File: config.mk
export PLATFORM = sky130hd
export DESIGN_NAME = asr_regs
export DESIGN_NICKNAME = d
export VERILOG_FILES = /design/src/verilog/asr_pkg.sv /design/src/verilog/asr_line_cond.sv /design/src/verilog/asr_regs.sv
export SDC_FILE = /design/constraint.sdc
export NUM_CORES = 1
export LEC_CHECK = 0
export ABC_AREA = 1
export BUFFER_PORTS_ARGS = -buffer_cell sky130_fd_sc_hd__buf_4
export CAP_MARGIN = 5
export CORE_ASPECT_RATIO = 2
export CORE_MARGIN = 2
export CORE_UTILIZATION = 45
export DETAILED_ROUTE_END_ITERATION = 16
export SYNTH_ARGS = -nofsm -noshare
export SYNTH_HDL_FRONTEND = slang
export SYNTH_SLANG_ARGS = --single-unit
File: constraint.sdc
create_clock -name clk -period 2.8 [get_ports clk]
set_input_delay 0.42 -clock clk [delete_from_list [all_inputs] [get_ports clk]]
set_output_delay 0.42 -clock clk [all_outputs]
set_load 0.03 [all_outputs]
File: src/verilog/asr_pkg.sv
/*
  asr_pkg: shared constants and types of the motion sample register bank.
  assumes: used by asr_regs and asr_regs_tb, referenced as asr_pkg::name.
*/
package asr_pkg;
  // register offsets
  localparam logic [7:0] OFS_STATUS = 8'h00;
  localparam logic [7:0] OFS_X_HIGH = 8'h01;
  localparam logic [7:0] OFS_X_LOW  = 8'h02;
  localparam logic [7:0] OFS_Y_HIGH = 8'h03;
  localparam logic [7:0] OFS_Y_LOW  = 8'h04;
  localparam logic [7:0] OFS_Z_HIGH = 8'h05;
  localparam logic [7:0] OFS_Z_LOW  = 8'h06;
  localparam logic [7:0] OFS_IRQ    = 8'h0C;
  localparam logic [7:0] OFS_CTRL1  = 8'h2A;
  localparam logic [7:0] OFS_CTRL2  = 8'h2B;
  localparam logic [7:0] OFS_CTRL4  = 8'h2D;
  // field positions
  localparam int ACTIVE_BIT   = 0;  // control_one measuring mode
  localparam int HIGH_ONLY    = 1;  // control_one high-byte-only burst
  localparam int SOFT_RST_BIT = 6;  // control_two software reset
  localparam int DRDY_EN_BIT  = 0;  // control_four ready irq enable
  localparam int OVW_ALL_BIT  = 7;
  localparam int OVW_LSB      = 4;
  localparam int RDY_ALL_BIT  = 3;
  localparam int LOW_DATA_LSB = 6;  // low byte holds sample bits 1..0 here
  // widths
  localparam int SAMPLE_W = 10;
  localparam int AXES     = 3;
  // reset values
  localparam logic [7:0] STATUS_RST = 8'h00;
  localparam logic [7:0] CTRL_RST   = 8'h00;
  localparam logic [7:0] RSVD_VALUE = 8'h00;
  localparam logic [9:0] SAMPLE_RST = 10'h000;
  // default bus address of the serial slave (plain choice)
  localparam logic [6:0] DEV_ADDR = 7'h1D;
  // serial slave states, one-hot
  typedef enum logic [7:0] {
    ST_IDLE  = 8'h01,
    ST_ADDR  = 8'h02,
    ST_REG   = 8'h04,
    ST_WDATA = 8'h08,
    ST_ACK   = 8'h10,
    ST_ACKH  = 8'h20,
    ST_RDATA = 8'h40,
    ST_RACK  = 8'h80
  } asr_state_t;
endpackage : asr_pkg

File: src/verilog/asr_line_cond.sv
/*
  asr_line_cond: brings the serial clock and data pins into the clk domain
  and reports clock edges, start and stop conditions as one-cycle pulses.
  assumes: pins are asynchronous to clk; clk is far faster than the link.
*/
`timescale 1ns/1ps
module asr_line_cond (
  input  wire logic clk,
  input  wire logic reset_n,
  input  wire logic scl_i,
  input  wire logic sda_i,
  output logic      scl_rise,
  output logic      scl_fall,
  output logic      start_det,
  output logic      stop_det,
  output logic      sda_s
);
  typedef struct packed {
    logic [1:0] scl_meta;  // [0] first flop, read only by [1]
    logic [1:0] sda_meta;
    logic       scl_d;     // delayed copy for edge finding
    logic       sda_d;
  } asr_lc_t;

  asr_lc_t lc_reg;
  asr_lc_t lc_next;

  // shift pins through the two-flop chains
  always_comb begin
    lc_next          = lc_reg;
    lc_next.scl_meta = {lc_reg.scl_meta[0], scl_i};
    lc_next.sda_meta = {lc_reg.sda_meta[0], sda_i};
    lc_next.scl_d    = lc_reg.scl_meta[1];
    lc_next.sda_d    = lc_reg.sda_meta[1];
  end

  // idle bus is high, so reset to high to avoid a false start
  always_ff @(posedge clk or negedge reset_n) begin
    if (!reset_n) begin
      lc_reg <= '1;
    end else begin
      lc_reg <= lc_next;
    end
  end

  // events only from the settled stage and its delayed copy
  assign sda_s     = lc_reg.sda_meta[1];
  assign scl_rise  = lc_reg.scl_meta[1] & ~lc_reg.scl_d;
  assign scl_fall  = ~lc_reg.scl_meta[1] & lc_reg.scl_d;
  assign start_det = lc_reg.scl_meta[1] & lc_reg.scl_d & lc_reg.sda_d & ~lc_reg.sda_meta[1];
  assign stop_det  = lc_reg.scl_meta[1] & lc_reg.scl_d & ~lc_reg.sda_d & lc_reg.sda_meta[1];
endmodule : asr_line_cond

File: src/verilog/asr_regs.sv
/*
  asr_regs: status and sample registers of a three-axis motion sensor,
  read by the host over a two-wire serial slave on pins scl_i and sda_*.
  assumes: sample_strobe, sample_axes and sample_* come from clk-domain
  logic; the link pins are asynchronous and sampled here.
*/
`timescale 1ns/1ps
module asr_regs (
  input  wire logic        clk,
  input  wire logic        reset_n,
  input  wire logic        scl_i,
  input  wire logic        sda_i,
  output logic             sda_o,
  output logic             sda_oe_n,
  input  wire logic        sample_strobe,
  input  wire logic [2:0]  sample_axes,
  input  wire logic [9:0]  sample_x,
  input  wire logic [9:0]  sample_y,
  input  wire logic [9:0]  sample_z,
  output logic             measuring,
  output logic             sample_ready_irq_source
);
  typedef struct packed {
    asr_pkg::asr_state_t state;    // serial slave state
    asr_pkg::asr_state_t ack_to;   // where to go after an ack slot
    logic [2:0]          bitcnt;   // bit within byte
    logic [7:0]          shreg;    // shift register both ways
    logic                rw;       // 1 = host reads
    logic                ack_ok;   // host acked last read byte
    logic [7:0]          reg_addr; // current register address
    logic                oe_n;     // sda drive enable, low drives
    logic [1:0]          hi_seen;  // axis+1 whose high was just read
    logic [2:0][1:0]     hold;     // low bits captured at high read
    logic [2:0][9:0]     samp;     // current samples, x at 0
    logic [2:0]          ready;    // per-axis ready flags
    logic [2:0]          ovw;      // per-axis overwrite flags
    logic                all_rdy;
    logic                all_ovw;
    logic [7:0]          ctrl1;
    logic [7:0]          ctrl4;
    logic                irq_src;
  } asr_st_t;

  asr_st_t st_reg;
  asr_st_t st_next;

  logic scl_rise;
  logic scl_fall;
  logic start_det;
  logic stop_det;
  logic sda_s;

  // pin conditioning and event detection
  asr_line_cond u_line (
    .clk       (clk),
    .reset_n   (reset_n),
    .scl_i     (scl_i),
    .sda_i     (sda_i),
    .scl_rise  (scl_rise),
    .scl_fall  (scl_fall),
    .start_det (start_det),
    .stop_det  (stop_det),
    .sda_s     (sda_s)
  );

  // burst order; skips low bytes in high-only mode
  function automatic logic [7:0] asr_next_addr(input logic [7:0] a, input logic fast);
    logic [7:0] n;
    n = a + 8'h01;
    case (a)
      asr_pkg::OFS_X_HIGH: n = fast ? asr_pkg::OFS_Y_HIGH : asr_pkg::OFS_X_LOW;
      asr_pkg::OFS_Y_HIGH: n = fast ? asr_pkg::OFS_Z_HIGH : asr_pkg::OFS_Y_LOW;
      asr_pkg::OFS_Z_HIGH: n = fast ? asr_pkg::OFS_STATUS : asr_pkg::OFS_Z_LOW;
      asr_pkg::OFS_Z_LOW:  n = asr_pkg::OFS_STATUS;
      default:             n = a + 8'h01;
    endcase
    return n;
  endfunction : asr_next_addr

  function automatic logic [7:0] asr_status(input asr_st_t s);
    logic [7:0] v;
    v                                      = asr_pkg::STATUS_RST;
    v[asr_pkg::OVW_ALL_BIT]                = s.all_ovw;
    v[asr_pkg::OVW_LSB +: asr_pkg::AXES]   = s.ovw;
    v[asr_pkg::RDY_ALL_BIT]                = s.all_rdy;
    v[asr_pkg::AXES-1:0]                   = s.ready;
    return v;
  endfunction : asr_status

  logic [7:0] rd_byte;   // byte served for the current address
  logic [1:0] axis_idx;  // axis of the current data address
  logic       is_high;
  logic       is_low;
  logic       do_load;   // a read byte is taken this cycle
  logic       clr_hit;   // a high read cleared flags this cycle
  logic       fast;

  // decode the current address into axis and byte kind
  always_comb begin
    axis_idx = 2'd0;
    is_high  = 1'b0;
    is_low   = 1'b0;
    if (st_reg.reg_addr >= asr_pkg::OFS_X_HIGH && st_reg.reg_addr <= asr_pkg::OFS_Z_LOW) begin
      axis_idx = 2'((st_reg.reg_addr - asr_pkg::OFS_X_HIGH) >> 1);
      is_high  = ~st_reg.reg_addr[0] ? 1'b0 : 1'b1;
      is_low   = ~is_high;
    end
  end

  // read data mux; reserved and unlisted offsets read zero
  always_comb begin
    rd_byte = asr_pkg::RSVD_VALUE;
    if (is_high) begin
      rd_byte = st_reg.samp[axis_idx][9:2];
    end else if (is_low) begin
      // low only right after its high
      if (st_reg.hi_seen == 2'(axis_idx + 2'd1)) begin
        rd_byte = {st_reg.hold[axis_idx], 6'h00};
      end
    end else begin
      case (st_reg.reg_addr)
        asr_pkg::OFS_STATUS: rd_byte = asr_status(st_reg);
        asr_pkg::OFS_IRQ:    rd_byte = {7'h00, st_reg.irq_src};
        asr_pkg::OFS_CTRL1:  rd_byte = st_reg.ctrl1;
        asr_pkg::OFS_CTRL4:  rd_byte = st_reg.ctrl4;
        default:             rd_byte = asr_pkg::RSVD_VALUE;
      endcase
    end
  end

  assign fast = st_reg.ctrl1[asr_pkg::HIGH_ONLY];
  // a byte is fetched on the falling edge that starts its first bit
  assign do_load = scl_fall &&
                   ((st_reg.state == asr_pkg::ST_ACKH && st_reg.ack_to == asr_pkg::ST_RDATA) ||
                    (st_reg.state == asr_pkg::ST_RACK && st_reg.ack_ok));

  // next state: link, register side effects, sample capture
  always_comb begin
    logic [7:0] b;
    logic       wr_go;
    logic       clr_all;
    st_next = st_reg;
    b       = {st_reg.shreg[6:0], sda_s};
    wr_go   = 1'b0;
    clr_all = 1'b0;
    clr_hit = 1'b0;

    // serial slave sequencing
    case (st_reg.state)
      asr_pkg::ST_ADDR, asr_pkg::ST_REG, asr_pkg::ST_WDATA: begin
        if (scl_rise) begin
          st_next.shreg  = b;
          st_next.bitcnt = st_reg.bitcnt + 3'd1;
          if (st_reg.bitcnt == 3'd7) begin
            st_next.state = asr_pkg::ST_ACK;
            if (st_reg.state == asr_pkg::ST_ADDR) begin
              st_next.rw     = b[0];
              st_next.ack_to = b[0] ? asr_pkg::ST_RDATA : asr_pkg::ST_REG;
              if (b[7:1] != asr_pkg::DEV_ADDR) begin
                st_next.state = asr_pkg::ST_IDLE;
              end
            end else if (st_reg.state == asr_pkg::ST_REG) begin
              st_next.reg_addr = b;
              st_next.ack_to   = asr_pkg::ST_WDATA;
            end else begin
              wr_go            = 1'b1;
              st_next.reg_addr = st_reg.reg_addr + 8'h01;
              st_next.ack_to   = asr_pkg::ST_WDATA;
            end
          end
        end
      end
      asr_pkg::ST_ACK: begin
        // pull data low through the ack clock pulse
        if (scl_fall) begin
          st_next.oe_n  = 1'b0;
          st_next.state = asr_pkg::ST_ACKH;
        end
      end
      asr_pkg::ST_ACKH: begin
        if (scl_fall) begin
          st_next.oe_n   = 1'b1;
          st_next.bitcnt = 3'd0;
          st_next.state  = st_reg.ack_to;
        end
      end
      asr_pkg::ST_RDATA: begin
        if (scl_fall) begin
          st_next.bitcnt = st_reg.bitcnt + 3'd1;
          st_next.shreg  = {st_reg.shreg[6:0], 1'b0};
          st_next.oe_n   = st_reg.shreg[6];
          if (st_reg.bitcnt == 3'd7) begin
            // release for the host's ack bit
            st_next.oe_n  = 1'b1;
            st_next.state = asr_pkg::ST_RACK;
          end
        end
      end
      asr_pkg::ST_RACK: begin
        if (scl_rise) begin
          st_next.ack_ok = ~sda_s;
        end
        if (scl_fall) begin
          st_next.bitcnt = 3'd0;
          // a not-ack ends the burst, wait for stop
          st_next.state  = st_reg.ack_ok ? asr_pkg::ST_RDATA : asr_pkg::ST_IDLE;
        end
      end
      asr_pkg::ST_IDLE: begin
        st_next.oe_n = 1'b1;
      end
      default: begin
        st_next.state = asr_pkg::ST_IDLE;
      end
    endcase

    // fetch one read byte and apply its read side effects
    if (do_load) begin
      st_next.shreg    = rd_byte;
      st_next.oe_n     = rd_byte[7];
      st_next.reg_addr = asr_next_addr(st_reg.reg_addr, fast);
      st_next.hi_seen  = 2'd0;
      if (is_high) begin
        // capture low bits at high read
        st_next.hold[axis_idx]  = st_reg.samp[axis_idx][1:0];
        st_next.hi_seen         = 2'(axis_idx + 2'd1);
        st_next.ovw[axis_idx]   = 1'b0;
        st_next.ready[axis_idx] = 1'b0;
        clr_hit                 = 1'b1;
      end
    end

    // combined flags drop once a high read leaves no ready flag set
    if (clr_hit && st_next.ready == 3'b000) begin
      st_next.all_rdy = 1'b0;
      st_next.all_ovw = 1'b0;
    end

    // new samples land after the read clears so a set wins over a high read
    if (sample_strobe && st_reg.ctrl1[asr_pkg::ACTIVE_BIT]) begin
      for (int a = 0; a < asr_pkg::AXES; a++) begin
        if (sample_axes[a]) begin
          if (st_next.ready[a]) begin
            st_next.ovw[a] = 1'b1;
            st_next.all_ovw = 1'b1;
          end
          st_next.samp[a]  = sample_axes[a] ? (a == 0 ? sample_x : (a == 1 ? sample_y : sample_z))
                                            : st_reg.samp[a];
          st_next.ready[a] = 1'b1;
          st_next.all_rdy  = 1'b1;
        end
      end
    end

    // register writes
    if (wr_go) begin
      case (st_reg.reg_addr)
        asr_pkg::OFS_CTRL1: begin
          // only the mode bit moves while measuring
          if (!st_reg.ctrl1[asr_pkg::ACTIVE_BIT]) begin
            st_next.ctrl1 = b;
          end else begin
            st_next.ctrl1[asr_pkg::ACTIVE_BIT] = b[asr_pkg::ACTIVE_BIT];
          end
          if (!st_reg.ctrl1[asr_pkg::ACTIVE_BIT] && b[asr_pkg::ACTIVE_BIT]) begin
            clr_all = 1'b1;
          end
        end
        asr_pkg::OFS_CTRL2: begin
          // reset bit honoured in either mode; self-clearing
          if (b[asr_pkg::SOFT_RST_BIT]) begin
            clr_all       = 1'b1;
            st_next.ctrl1 = asr_pkg::CTRL_RST;
            st_next.ctrl4 = asr_pkg::CTRL_RST;
          end
        end
        asr_pkg::OFS_CTRL4: begin
          if (!st_reg.ctrl1[asr_pkg::ACTIVE_BIT]) begin
            st_next.ctrl4 = b;
          end
        end
        default: begin
          st_next.ctrl4 = st_next.ctrl4;
        end
      endcase
    end

    // status and samples back to defaults
    if (clr_all) begin
      st_next.ready   = 3'b000;
      st_next.ovw     = 3'b000;
      st_next.all_rdy = 1'b0;
      st_next.all_ovw = 1'b0;
      st_next.hi_seen = 2'd0;
      st_next.hold    = '0;
      for (int a = 0; a < asr_pkg::AXES; a++) begin
        st_next.samp[a] = asr_pkg::SAMPLE_RST;
      end
    end

    // irq source tracks combined flags when enabled
    st_next.irq_src = st_next.ctrl4[asr_pkg::DRDY_EN_BIT] &
                      (st_next.all_rdy | st_next.all_ovw);

    // start and stop override the link sequencing
    if (start_det) begin
      st_next.state  = asr_pkg::ST_ADDR;
      st_next.bitcnt = 3'd0;
      st_next.oe_n   = 1'b1;
    end
    if (stop_det) begin
      st_next.state    = asr_pkg::ST_IDLE;
      st_next.oe_n     = 1'b1;
      st_next.hi_seen  = 2'd0;
      st_next.reg_addr = asr_pkg::OFS_STATUS;
    end
  end

  // single state register, reset to idle defaults
  always_ff @(posedge clk or negedge reset_n) begin
    if (!reset_n) begin
      st_reg          <= '0;
      st_reg.state    <= asr_pkg::ST_IDLE;
      st_reg.ack_to   <= asr_pkg::ST_IDLE;
      st_reg.oe_n     <= 1'b1;
      st_reg.ctrl1    <= asr_pkg::CTRL_RST;
      st_reg.ctrl4    <= asr_pkg::CTRL_RST;
    end else begin
      st_reg <= st_next;
    end
  end

  // open-drain data pin only ever pulls low
  assign sda_o                   = 1'b0;
  assign sda_oe_n                = st_reg.oe_n;
  assign measuring               = st_reg.ctrl1[asr_pkg::ACTIVE_BIT];
  assign sample_ready_irq_source = st_reg.irq_src;
endmodule : asr_regs

# After elaboration in Yosys (flattened, before gate mapping)
# Cells that the tools add are included.
# W data, S select, Z words.
word_totals:
  regBits: 106
  latchBits: 0
  ram_bits: 0
  rom_bits: 0
  out_inout_bits: 4
  mem_count: 0
op_classes:
  n_addsub: 4
  multipliers: 0
  div: 0
  order_cmp: 4
  n_eq_ne: 40
  n_shift: 0
  muxes: 97
  bitwise: 17
  reduce_logical: 44
ops:
  columns: ["operator", "count"]
  rows:
  - ["$mux W8", 18]
  - ["$pmux W8 S4", 2]
  - ["$pmux W8 S6", 1]
  - ["$mux W46", 1]
  - ["$mux W10", 4]
  - ["$mux W38", 1]
  - ["$mux W1", 35]
  - ["$mux W7", 5]
  - ["$eq A8 B6 Y1 const B", 4]
  - ["$mux W16", 2]
  - ["$pmux W8 S2", 2]
  - ["$mux W28", 1]
  - ["$ne A4 B4 Y1 const B", 7]
  - ["$eq A8 B3 Y1 const B", 3]
  - ["$reduce_and A4 Y1", 6]
  - ["$mux W11", 2]
  - ["$bmux W10 S2", 1]
  - ["$ne A3 B3 Y1 const B", 6]
  - ["$mux W17", 1]
  - ["$eq A8 B1 Y1 const B", 2]
  - ["$eq A8 B2 Y1 const B", 2]
  - ["$eq A8 B4 Y1 const B", 2]
  - ["$eq A8 B7 Y1 const B", 2]
  - ["$reduce_bool A2 Y1", 8]
  - ["46 further kinds", 88]

# Logic depth before layout (Yosys ltp)
# Gate-level depths: netlist of the first run.
depth:
  ltp_word: 24
  depth_mapped: 20

# Cells and area by module
# From an unflattened synthesis of the first run, not the netlist that was laid out.
hier_totals:
  cells_unflattened: 780
  hier_area_um2: 5885.6
modules_own_cells:
  columns: ["module", "n_inst", "cells_per_inst", "area_per_inst_um2"]
  rows:
  - ["asr_regs", 1, 763, 5686.7]
  - ["asr_line_cond", 1, 17, 198.9]

# Worst setup path before layout of the first run
# Ideal clock, no wire load.
synth_timing:
  kind: "register -> register"
  start: "register st_reg[64] (netlist name)"
  end: "register st_reg (netlist bit sda_oe_n)"
  setup_time_ns: 0.073
  t_arrival_ns: 2.646
  t_required_ns: 2.727
  path_slack_ns: 0.081
  stages_incl_launch_ff: 20
  n_path_buf: 1
  period_less_slack_ns: 2.719
  cell_sequence: "dfrtp_1 inv_1 ha_1 nand2_2 nor2_8 nand2_4 nand2_8 nor2_4 buf_2 ha_1 nor2_1 a21oi_1 o211ai_1 nor2_1 nand3_1 nand2_1 nand2_1 nand2_1 o21ai_0 a21oi_1"
synth_via:
  elab_chain_cells: 11
  elab_cells_between_ends: 26
  classes_between: "2 x add/sub; 2 x order compare; 4 x eq/ne; 15 x mux; 1 x bitwise; 2 x reduce/logical"
synth_rtl:
  columns: ["item", "line_no", "rtl"]
  rows:
  - ["start: declaration", "asr_regs.sv:44", "asr_st_t st_reg;"]
  - ["start signal: assignment", "asr_regs.sv:329", "st_reg <= st_next;"]
  - ["$ge A8 B1 Y1 / $le A8 B3 Y1 (equally long branches)", "asr_regs.sv:103", "if (st_reg.reg_addr >= asr_pkg::OFS_X_HIGH && st_reg.reg_addr <= asr_pkg::OFS_Z_LOW) begin"]
  - ["$logic_and A1 B1 Y1", "asr_regs.sv:103", null]
  - ["$mux W2", "asr_regs.sv:103", null]
  - ["$add A2 B1 Y2 / $bmux W2 S2 (equally long branches)", "asr_regs.sv:117, asr_regs.sv:118", null]
  - ["$eq A2 B2 Y1 / $mux W2 (equally long branches)", "asr_regs.sv:117, asr_regs.sv:118", null]
  - ["$mux W8", "asr_regs.sv:117", "if (st_reg.hi_seen == 2'(axis_idx + 2'd1)) begin"]
  - ["$mux W8", "asr_regs.sv:115", "end else if (is_low) begin"]
  - ["$mux W8 (*)", "asr_regs.sv:113", "if (is_high) begin"]
  - ["$mux W17 (*)", "asr_regs.sv:218", "if (do_load) begin"]
  - ["$mux W1 (*)", "asr_regs.sv:306", "if (start_det) begin"]
  - ["$mux W11 (*)", "asr_regs.sv:311", "if (stop_det) begin"]
# Every way passes the cells marked *; elsewhere a longest branch is shown, timed or not. The select of a mux whose other input is x is not followed.
# A chain may end at the register's enable or synchronous reset.

# Worst setup path in the final report of the first run
layout_timing:
  start: "register st_reg[65] (netlist name)"
  end: "register st_reg (netlist bit sda_oe_n)"
# The elaborated chain is that of the path after synthesis.

==> results.md, run 1 <==
* Final wirelength at between 15000 and 20000 um
* MaxCap Viol Count at 0
* Core Box Area at ~13000 sq um
* Gate Count Post-Synth at ~750
* Slew Limit Fails at 0
* Via count of the routed design at between 5000 and 6000
* Clock transition at path regs at roughly 70 ps
* Slew Limit Headroom at approximately 42%
* Synth cell types at 51
* Net count, final at 847
* Place WS at between 150 and 200 ps
* R2R depth at 19
* Launch point of the worst reg-to-reg path: st_reg[65]
* Mean Syn Cell Area at roughly 7.8 sq um
* Initial antenna violation count at 0
* Run status: finished clean
* TritonCTS Buffers at 9
* Die H at ~170 um
* CTS tree: done
* CTS root buf: clkbuf_16
* Worst Path Max Fanout at 5
* Largest net degree at the start of global routing at 51
* Routed length per instance at 17.21 um
* WHS Endpoint: u_line.lc_next[5]
* Fraction of the cycle the final worst path needs at between 90% and 100%
* Routed Antenna Nets at 0
* Ant diodes at 0
* GRT Util Overall at ~24%
* Fraction of the yosys area taken by sequential cells at around 43%
* Initial DRC Count at around 460
* H-tree depth at 3
* TritonCTS Sinks at approximately 100
* Final setup vio count at 0
* Worst Max-Slew Pin Slew at ~850 ps
* Synth async-reset ratio at between 90% and 100%
* Worst setup margin at about 220 ps
* Post-synth EDFFs at 0
* Leakage at approximately 3.3 nW
* Top Ports at 42
* Layout cells sized above 1 at ~18%
* Drt first pass iters at 5
* Hold Path Cell Cnt at 1
* Layout Skew at ~8.8 ps
* Hold WC Path Type: input port to flip-flop
* Die width at 84.68 um
* Synthesized area at between 5000 and 6000 sq um
* R2R Path End: sda_oe_n
* Fin. Hold Viols at 0
* CTS max path bufs at 2
* Port bufs at 40
* Row count at 59
* Ys flop type: dfrtp_1
* First-pass GRT wire length at ~26000 um
* Global placement routability congestion at 0.9687
* Critical Path RT at about 3000 ps
* DRC errors left at 0
* HPWL after DPL at around 13000 um
* Vias in the first global route at 5009
* Largest register FFs at 91
* Seq cells post-synth at between 100 and 150
* Clk_lat worst skew at roughly 360 ps
* Setup TNS at 0 ps
* Post-route minimum period at between 2000 and 3000 ps
* Synth warnings at 0
* FMAX at 0.3875 GHz
* Crit Path Class: flip-flop to flip-flop
* Grt total ovfl at 0
* Arr. time, crit path at about 2900 ps
* Initial Utilization at 45.61%
* Die ar. at about 14000 sq um
* Synth-to-layout area growth at 14.55%
* FF-to-FF setup slack at about 220 ps
* Pwr Density at approximately 740 nW/um^2
* Via-to-Cell Ratio at about 5.4
* HP Start: scl_i
* Number of fill cells in the layout at 1295
* Post-Syn Nets at just under 800
* RSZ-0062 raised after global routing: no
* Startpoint Class: flip-flop
* Peak VDD IR at 0.5163 mV
* Crit. End Element: flip-flop
synthesized netlist by cell type, drive strengths merged, types with 9 or more instances:
cell,number,area [sq um]
ha,9,112.6
nor3,16,90.09
o31ai,14,120.1
nand4,10,81.33
buf,13,102.6
dfrtp,92,2302
o21ai,55,275.3
nand2,220,887.1
a21oi,62,314.1
nor2,56,332.8
nand3,57,327.8
dfstp,9,236.5
inv,83,314.1
power breakdown:
part	leakage (nW)	internal, mW	switching, mW
clock	0.150	0.711	0.605
sequential	1.35	1.58	0.153
combinational	1.76	0.655	1.27
worst max-delay path by stage:
stage                     cells past startpoint  slack (ps)  startpoint       end
final                                        19         220  st_reg[65]  sda_oe_n
after detailed placement                     19         150  st_reg[64]  sda_oe_n
after floorplan                              19          80  st_reg[64]  sda_oe_n
after global routing                         19          10  st_reg[65]  sda_oe_n
after CTS                                    19         120  st_reg[64]  sda_oe_n
after global placement                       19         260  st_reg[64]  sda_oe_n
cell usage in the layout, fill, tap and decap left out, types with 3 or more instances in the layout:
master     instances
o21ai_1            6
a22o_1             4
buf_4             58
nor2_4             6
o21ai_0           49
nand3_1           50
clkbuf_16          9
nand4_1            7
nand2_2            9
nand3_2            6
ha_1               9
o31ai_2            3
o31ai_1           11
nand4_2            3
nor2_1            40
nor3_1            14
nor2_8             4
a21oi_1           61
xor2_1             4
o22ai_1            7
dfstp_2            9
nand2_4            3
inv_1             71
dfrtp_1           91
inv_2             11
nor2_2             6
o211ai_1           8
nand2_1          207
a31oi_1            4
cell type report:
cell class / instances / area [sq um] / area share, %
multi-input combinational: 541 / 2863 / 42.66
clock buffer: 10 / 229.0 / 3.412
timing repair buffer: 61 / 485.5 / 7.235
tap: 152 / 190.2 / 2.834
clock inverter: 6 / 76.32 / 1.137
sequential: 101 / 2540 / 37.85
inverter: 86 / 326.6 / 4.867
cells by family after synthesis:
| family | count (synthesis) | synth area share (%) |
|---|---|---|
| and+or+nand+nor | 362 | 29.69 |
| AOI/OAI and AO/OA | 164 | 16.40 |
| buffers and inverters | 107 | 7.839 |
| DFF | 101 | 43.34 |
| adders and majority gates | 9 | 1.922 |
| xor gates and xnor gates | 5 | 0.7475 |
| other | 1 | 0.06401 |
critical path, stage by stage (launching register included):
cell	delay (ps)
dfrtp_1	420
inv_1	100
ha_1	240
nand2_2	130
nor2_8	50
nand2_4	70
nand2_8	80
nor2_4	100
inv_2	50
ha_1	310
nor2_1	50
a21oi_1	120
o211ai_1	130
nor2_2	180
nand3_1	100
nand2_1	70
nand2_1	40
nand2_1	50
o21ai_0	90
a21oi_1	140
layer usage:
layer	GRT usage, %	vias up	routed length, um
li1	-	2577	-
met1	31.44	2467	7175
met2	40.77	128	8104
met3	2.634	40	518
met4	11.04	0	668
met5	0	-	0
stage by stage:
step	util [%]	cells	hold slack [ps]	power, mW	cell area (sq um)
5_1_grt	52.24	957	166.7	5.223	6710
2_1_floorplan	-	749	124.4	3.009	5858
3_3_place_gp	49.76	940	315.3	3.622	6391
6_report	52.24	957	172.2	4.968	6710
4_1_cts	52.21	957	164.7	4.961	6706
3_5_place_dp	49.76	940	315.8	3.649	6391
what timing repair did:
item / in CTS / in global routing
hold buffers: 1 / 0
setup endpoints to repair: 0 / 2
hold endpoints to repair: 14 / 0
gates resized for setup: 0 / 2
buffers inserted: 0 / 0
Note: power is estimated with default switching activity, not from simulation.
==> run 2: changes to the inputs <==
--- a/config.mk
+++ b/config.mk
@@ -5,7 +5,6 @@
 export SDC_FILE = /design/constraint.sdc
 export NUM_CORES = 1
 export LEC_CHECK = 0
-export ABC_AREA = 1
 export BUFFER_PORTS_ARGS = -buffer_cell sky130_fd_sc_hd__buf_4
 export CAP_MARGIN = 5
 export CORE_ASPECT_RATIO = 2
==> results.md, run 2 <==
* Hold WC Path Type: input port to async pin (was input port to flip-flop)
* Worst Path Max Fanout at 4 (was 5)
* First-pass GRT wire length at 29370 um (was 26270 um)
* Worst path cell trace: inv_4 -> ha_4 -> or3b_4 -> and4_4 -> nand2_4 -> ha_4 -> xnor2_2 -> or3_4 -> nor4_4 -> nor4_2 -> o311ai_1 (was inv_1 -> ha_1 -> nand2_2 -> nor2_8 -> nand2_4 -> nand2_8 -> nor2_4 -> inv_2 -> ha_1 -> nor2_1 -> a21oi_1 -> o211ai_1 -> nor2_2 -> nand3_1 -> nand2_1 -> nand2_1 -> nand2_1 -> o21ai_0 -> a21oi_1)
* Largest net degree at the start of global routing at 60 (was 51)
* WHS at 61.69 ps (was 172.2 ps)
* Synth top area cells: dfrtp_1 40%, mux2i_1 6.2%, nand2_1 5.0% (was dfrtp_1 39%, nand2_1 13%, a21oi_1 5.2%)
* Initial Utilization at 46.15% (was 45.61%)
* Routed length per instance at 21.40 um (was 17.21 um)
* TritonCTS Buffers at 9 (unchanged)
* Fin. Hold Viols at 0 (unchanged)
* Ant diodes at 0 (unchanged)
* H-tree depth at 3 (unchanged)
* Gate Count Post-Synth at 652 (was 749)
* Crit Path Class: flip-flop to flip-flop (unchanged)
* HPWL after DPL at 14210 um (was 12660 um)
* Top Ports at 42 (unchanged)
* Routed Antenna Nets at 0 (unchanged)
* Clock transition at path regs at 70 ps (about the same)
* Most frequent cells after synthesis: 92 x dfrtp_1, 78 x nand2_1, 63 x nor2_1, 36 x mux2i_1 (was 207 x nand2_1, 92 x dfrtp_1, 71 x inv_1, 61 x a21oi_1, 50 x nand3_1)
* Ys flop type: dfrtp_1 (unchanged)
* Final setup vio count at 0 (unchanged)
* Worst setup margin at 21.38 ps (was 219.3 ps)
* Initial antenna violation count at 0 (unchanged)
* Drt first pass iters at 5 (unchanged)
* Port bufs at 40 (unchanged)
* Post-route minimum period at 2779 ps (was 2581 ps)
* Worst path bufs/invs at 1 (was 2)
* Global placement routability congestion at 0.9657 (was 0.9687)
* Post-synth EDFFs at 0 (unchanged)
* Grt total ovfl at 0 (unchanged)
* Most common cell after layout, fill and taps aside: dfrtp_1 (was nand2_1)
* Critical Path RT at 3050 ps (was 3080 ps)
* RSZ-0062 raised after global routing: yes (was no)
* Die H at 164.9 um (was 165.4 um)
* Fraction of the yosys area taken by sequential cells at 43.57% (was 43.34%)
* Crit path max-delay family: simple AND/OR/NAND/NOR gates (unchanged)
* Net count, final at 758 (was 847)
* Worst Max-Slew Pin Slew at 811.6 ps (was 852.9 ps)
* Most frequent cells in the layout: 91 x dfrtp_1, 89 x buf_4, 77 x nand2_1, 61 x nor2_1, 36 x mux2i_1 (was 207 x nand2_1, 91 x dfrtp_1, 71 x inv_1, 61 x a21oi_1, 58 x buf_4)
* Largest register FFs at 91 (unchanged)
* Clk_lat worst skew at 350 ps (was 360 ps)
* CTS max path bufs at 2 (unchanged)
* Count leader, synth: dfrtp_1 (was nand2_1)
* Slew Limit Headroom at 45.89% (was 42.40%)
* Final core utilization at 54.96% (was 52.24%)
* CTS tree: done (unchanged)
* Run status: finished clean (unchanged)
* Synth warnings at 0 (unchanged)
* TritonCTS Sinks at 101 (unchanged)
* Number of fill cells in the layout at 1190 (was 1295)
* Die width at 84.46 um (was 84.68 um)
* Slew Limit Fails at 0 (unchanged)
* Fraction of the cycle the final worst path needs at 99.24% (was 92.17%)
* Area leader, netlist: dfrtp_1 (unchanged)
* Yosys top cell area share at 39.51% (was 39.30%)
* Synth async-reset ratio at 100.0% (unchanged)
* Peak VDD IR at 0.3586 mV (was 0.5163 mV)
* Layout Skew at 10.42 ps (was 8.780 ps)
* Final wirelength at 18530 um (was 16470 um)
* DRC errors left at 0 (unchanged)
* Arr. time, crit path at 3030 ps (was 2860 ps)
* Vias in the first global route at 5446 (was 5009)
* Row count at 58 (was 59)
* Leakage at 3.101 nW (was 3.258 nW)
* Place WS at 28.47 ps (was 154.7 ps)
* CP max stage cell: dfrtp_2 (was dfrtp_1)
* Layout cells sized above 1 at 20.39% (was 18.14%)
* MaxCap Viol Count at 0 (unchanged)
* Crit-path max cell delay at 440 ps (was 420 ps)
* Core Box Area at 12630 sq um (was 12840 sq um)
* Setup TNS at 0 ps (unchanged)
* Initial DRC Count at 364 (was 459)
* Via count of the routed design at 5338 (was 5212)
* CTS root buf: clkbuf_16 (unchanged)
* Synthesized area at 5827 sq um (was 5858 sq um)
* Die ar. at 13930 sq um (was 14000 sq um)
* CP startpoint: st_reg[64] (was st_reg[65])
* Launch point of the worst reg-to-reg path: st_reg[64] (was st_reg[65])
* FMAX at 0.3599 GHz (was 0.3875 GHz)
* Synth cell types at 72 (was 51)
* Via-to-Cell Ratio at 6.164 (was 5.446)
* Pwr Density at 468.5 nW/um^2 (was 740.3 nW/um^2)
* GRT Util Overall at 27.44% (was 24.29%)
* Mean Syn Cell Area at 8.937 sq um (was 7.821 sq um)
* Crit. End Element: flip-flop (unchanged)
* Most used cell, CP: ha_4 (was nand2_1)
* Seq cells post-synth at 101 (unchanged)
* Startpoint Class: flip-flop (unchanged)
* Total power at 3.252 mW (was 4.968 mW)
* Synth-to-layout area growth at 19.11% (was 14.55%)
* Post-Syn Nets at 699 (was 796)
-- run 2: changes by cell type in the layout (fill, tap and decap cells not counted), moves of 9 or more --
cell and change:
nand2_1 -130, a22oi_1 +10, mux2i_1 +36, buf_4 +31, inv_1 -53, and3_1 +14, nor2_1 +21, o21ai_1 +22
nand3_1 -19, a21oi_1 -30, o21ai_0 -31, a22o_1 +9, nor2b_1 +13
-- run 2: repair_timing --
action | CTS | global route
gates resized for setup | 0 | 12
setup buffers | 0 | 3
endpoints found under the setup margin | 0 | 4
hold buffers | 0 | 0
-- run 2: cell type report --
type	instances	area, sq um	area share (%)
multi-input combinational	487	3120	44.96
clock inverter	7	93.84	1.352
inverter	22	85.08	1.226
tap	150	187.7	2.704
timing repair buffer	90	688.2	9.915
clock buffer	9	225.2	3.245
sequential	101	2540	36.60
-- run 2: cells by family (layout without fill, tap and decap cells) --
family	Yosys count	after routing	share of synthesized area [%]
other	1	1	0.06436
XOR/XNOR	4	4	0.6014
AND/OR/NAND/NOR	262	262	22.61
buffers and inverters	64	128	4.402
AO/OA/AOI/OAI	168	168	19.28
adder cells (fa/ha/maj)	9	9	1.933
flip-flops	101	101	43.57
multiplexers	43	43	7.537
-- run 2: through the flow --
stage	std cells	cell area, sq um
global placement	847	6531
finish	866	6940
global route	866	6940
floorplan	652	5864
CTS	863	6850
detailed placement	847	6531
-- run 2: worst paths after layout --
| check | to | slack, ps | cells past startpoint |
|---|---|---|---|
| max | sda_oe_n | 20 | 11 |
| min | st_reg[68] | 60 | 1 |
| max reg2reg | sda_oe_n | 20 | 11 |
| min reg2reg | u_line.lc_next[1] | 360 | 0 |
| max in group asynchronous | st_reg[93] | 1980 | 2 |
| min in group clk | u_line.lc_next[3] | 170 | 1 |
-- run 2: metal layers --
metal / track usage [%] / vias to the layer above / wire [um]
met5: 0 / - / 0
met4: 20.78 / 0 / 1473
met2: 50.47 / 204 / 9977
met1: 27.81 / 2567 / 6323
li1: - / 2490 / -
met3: 3.198 / 77 / 756
-- run 2: where the power goes --
part | total (mW) | internal, mW | switching [mW]
clock | 1.34 | 0.719 | 0.620
sequential | 1.54 | 1.50 | 0.0357
combinational | 0.376 | 0.150 | 0.225
total | 3.25 | 2.37 | 0.881
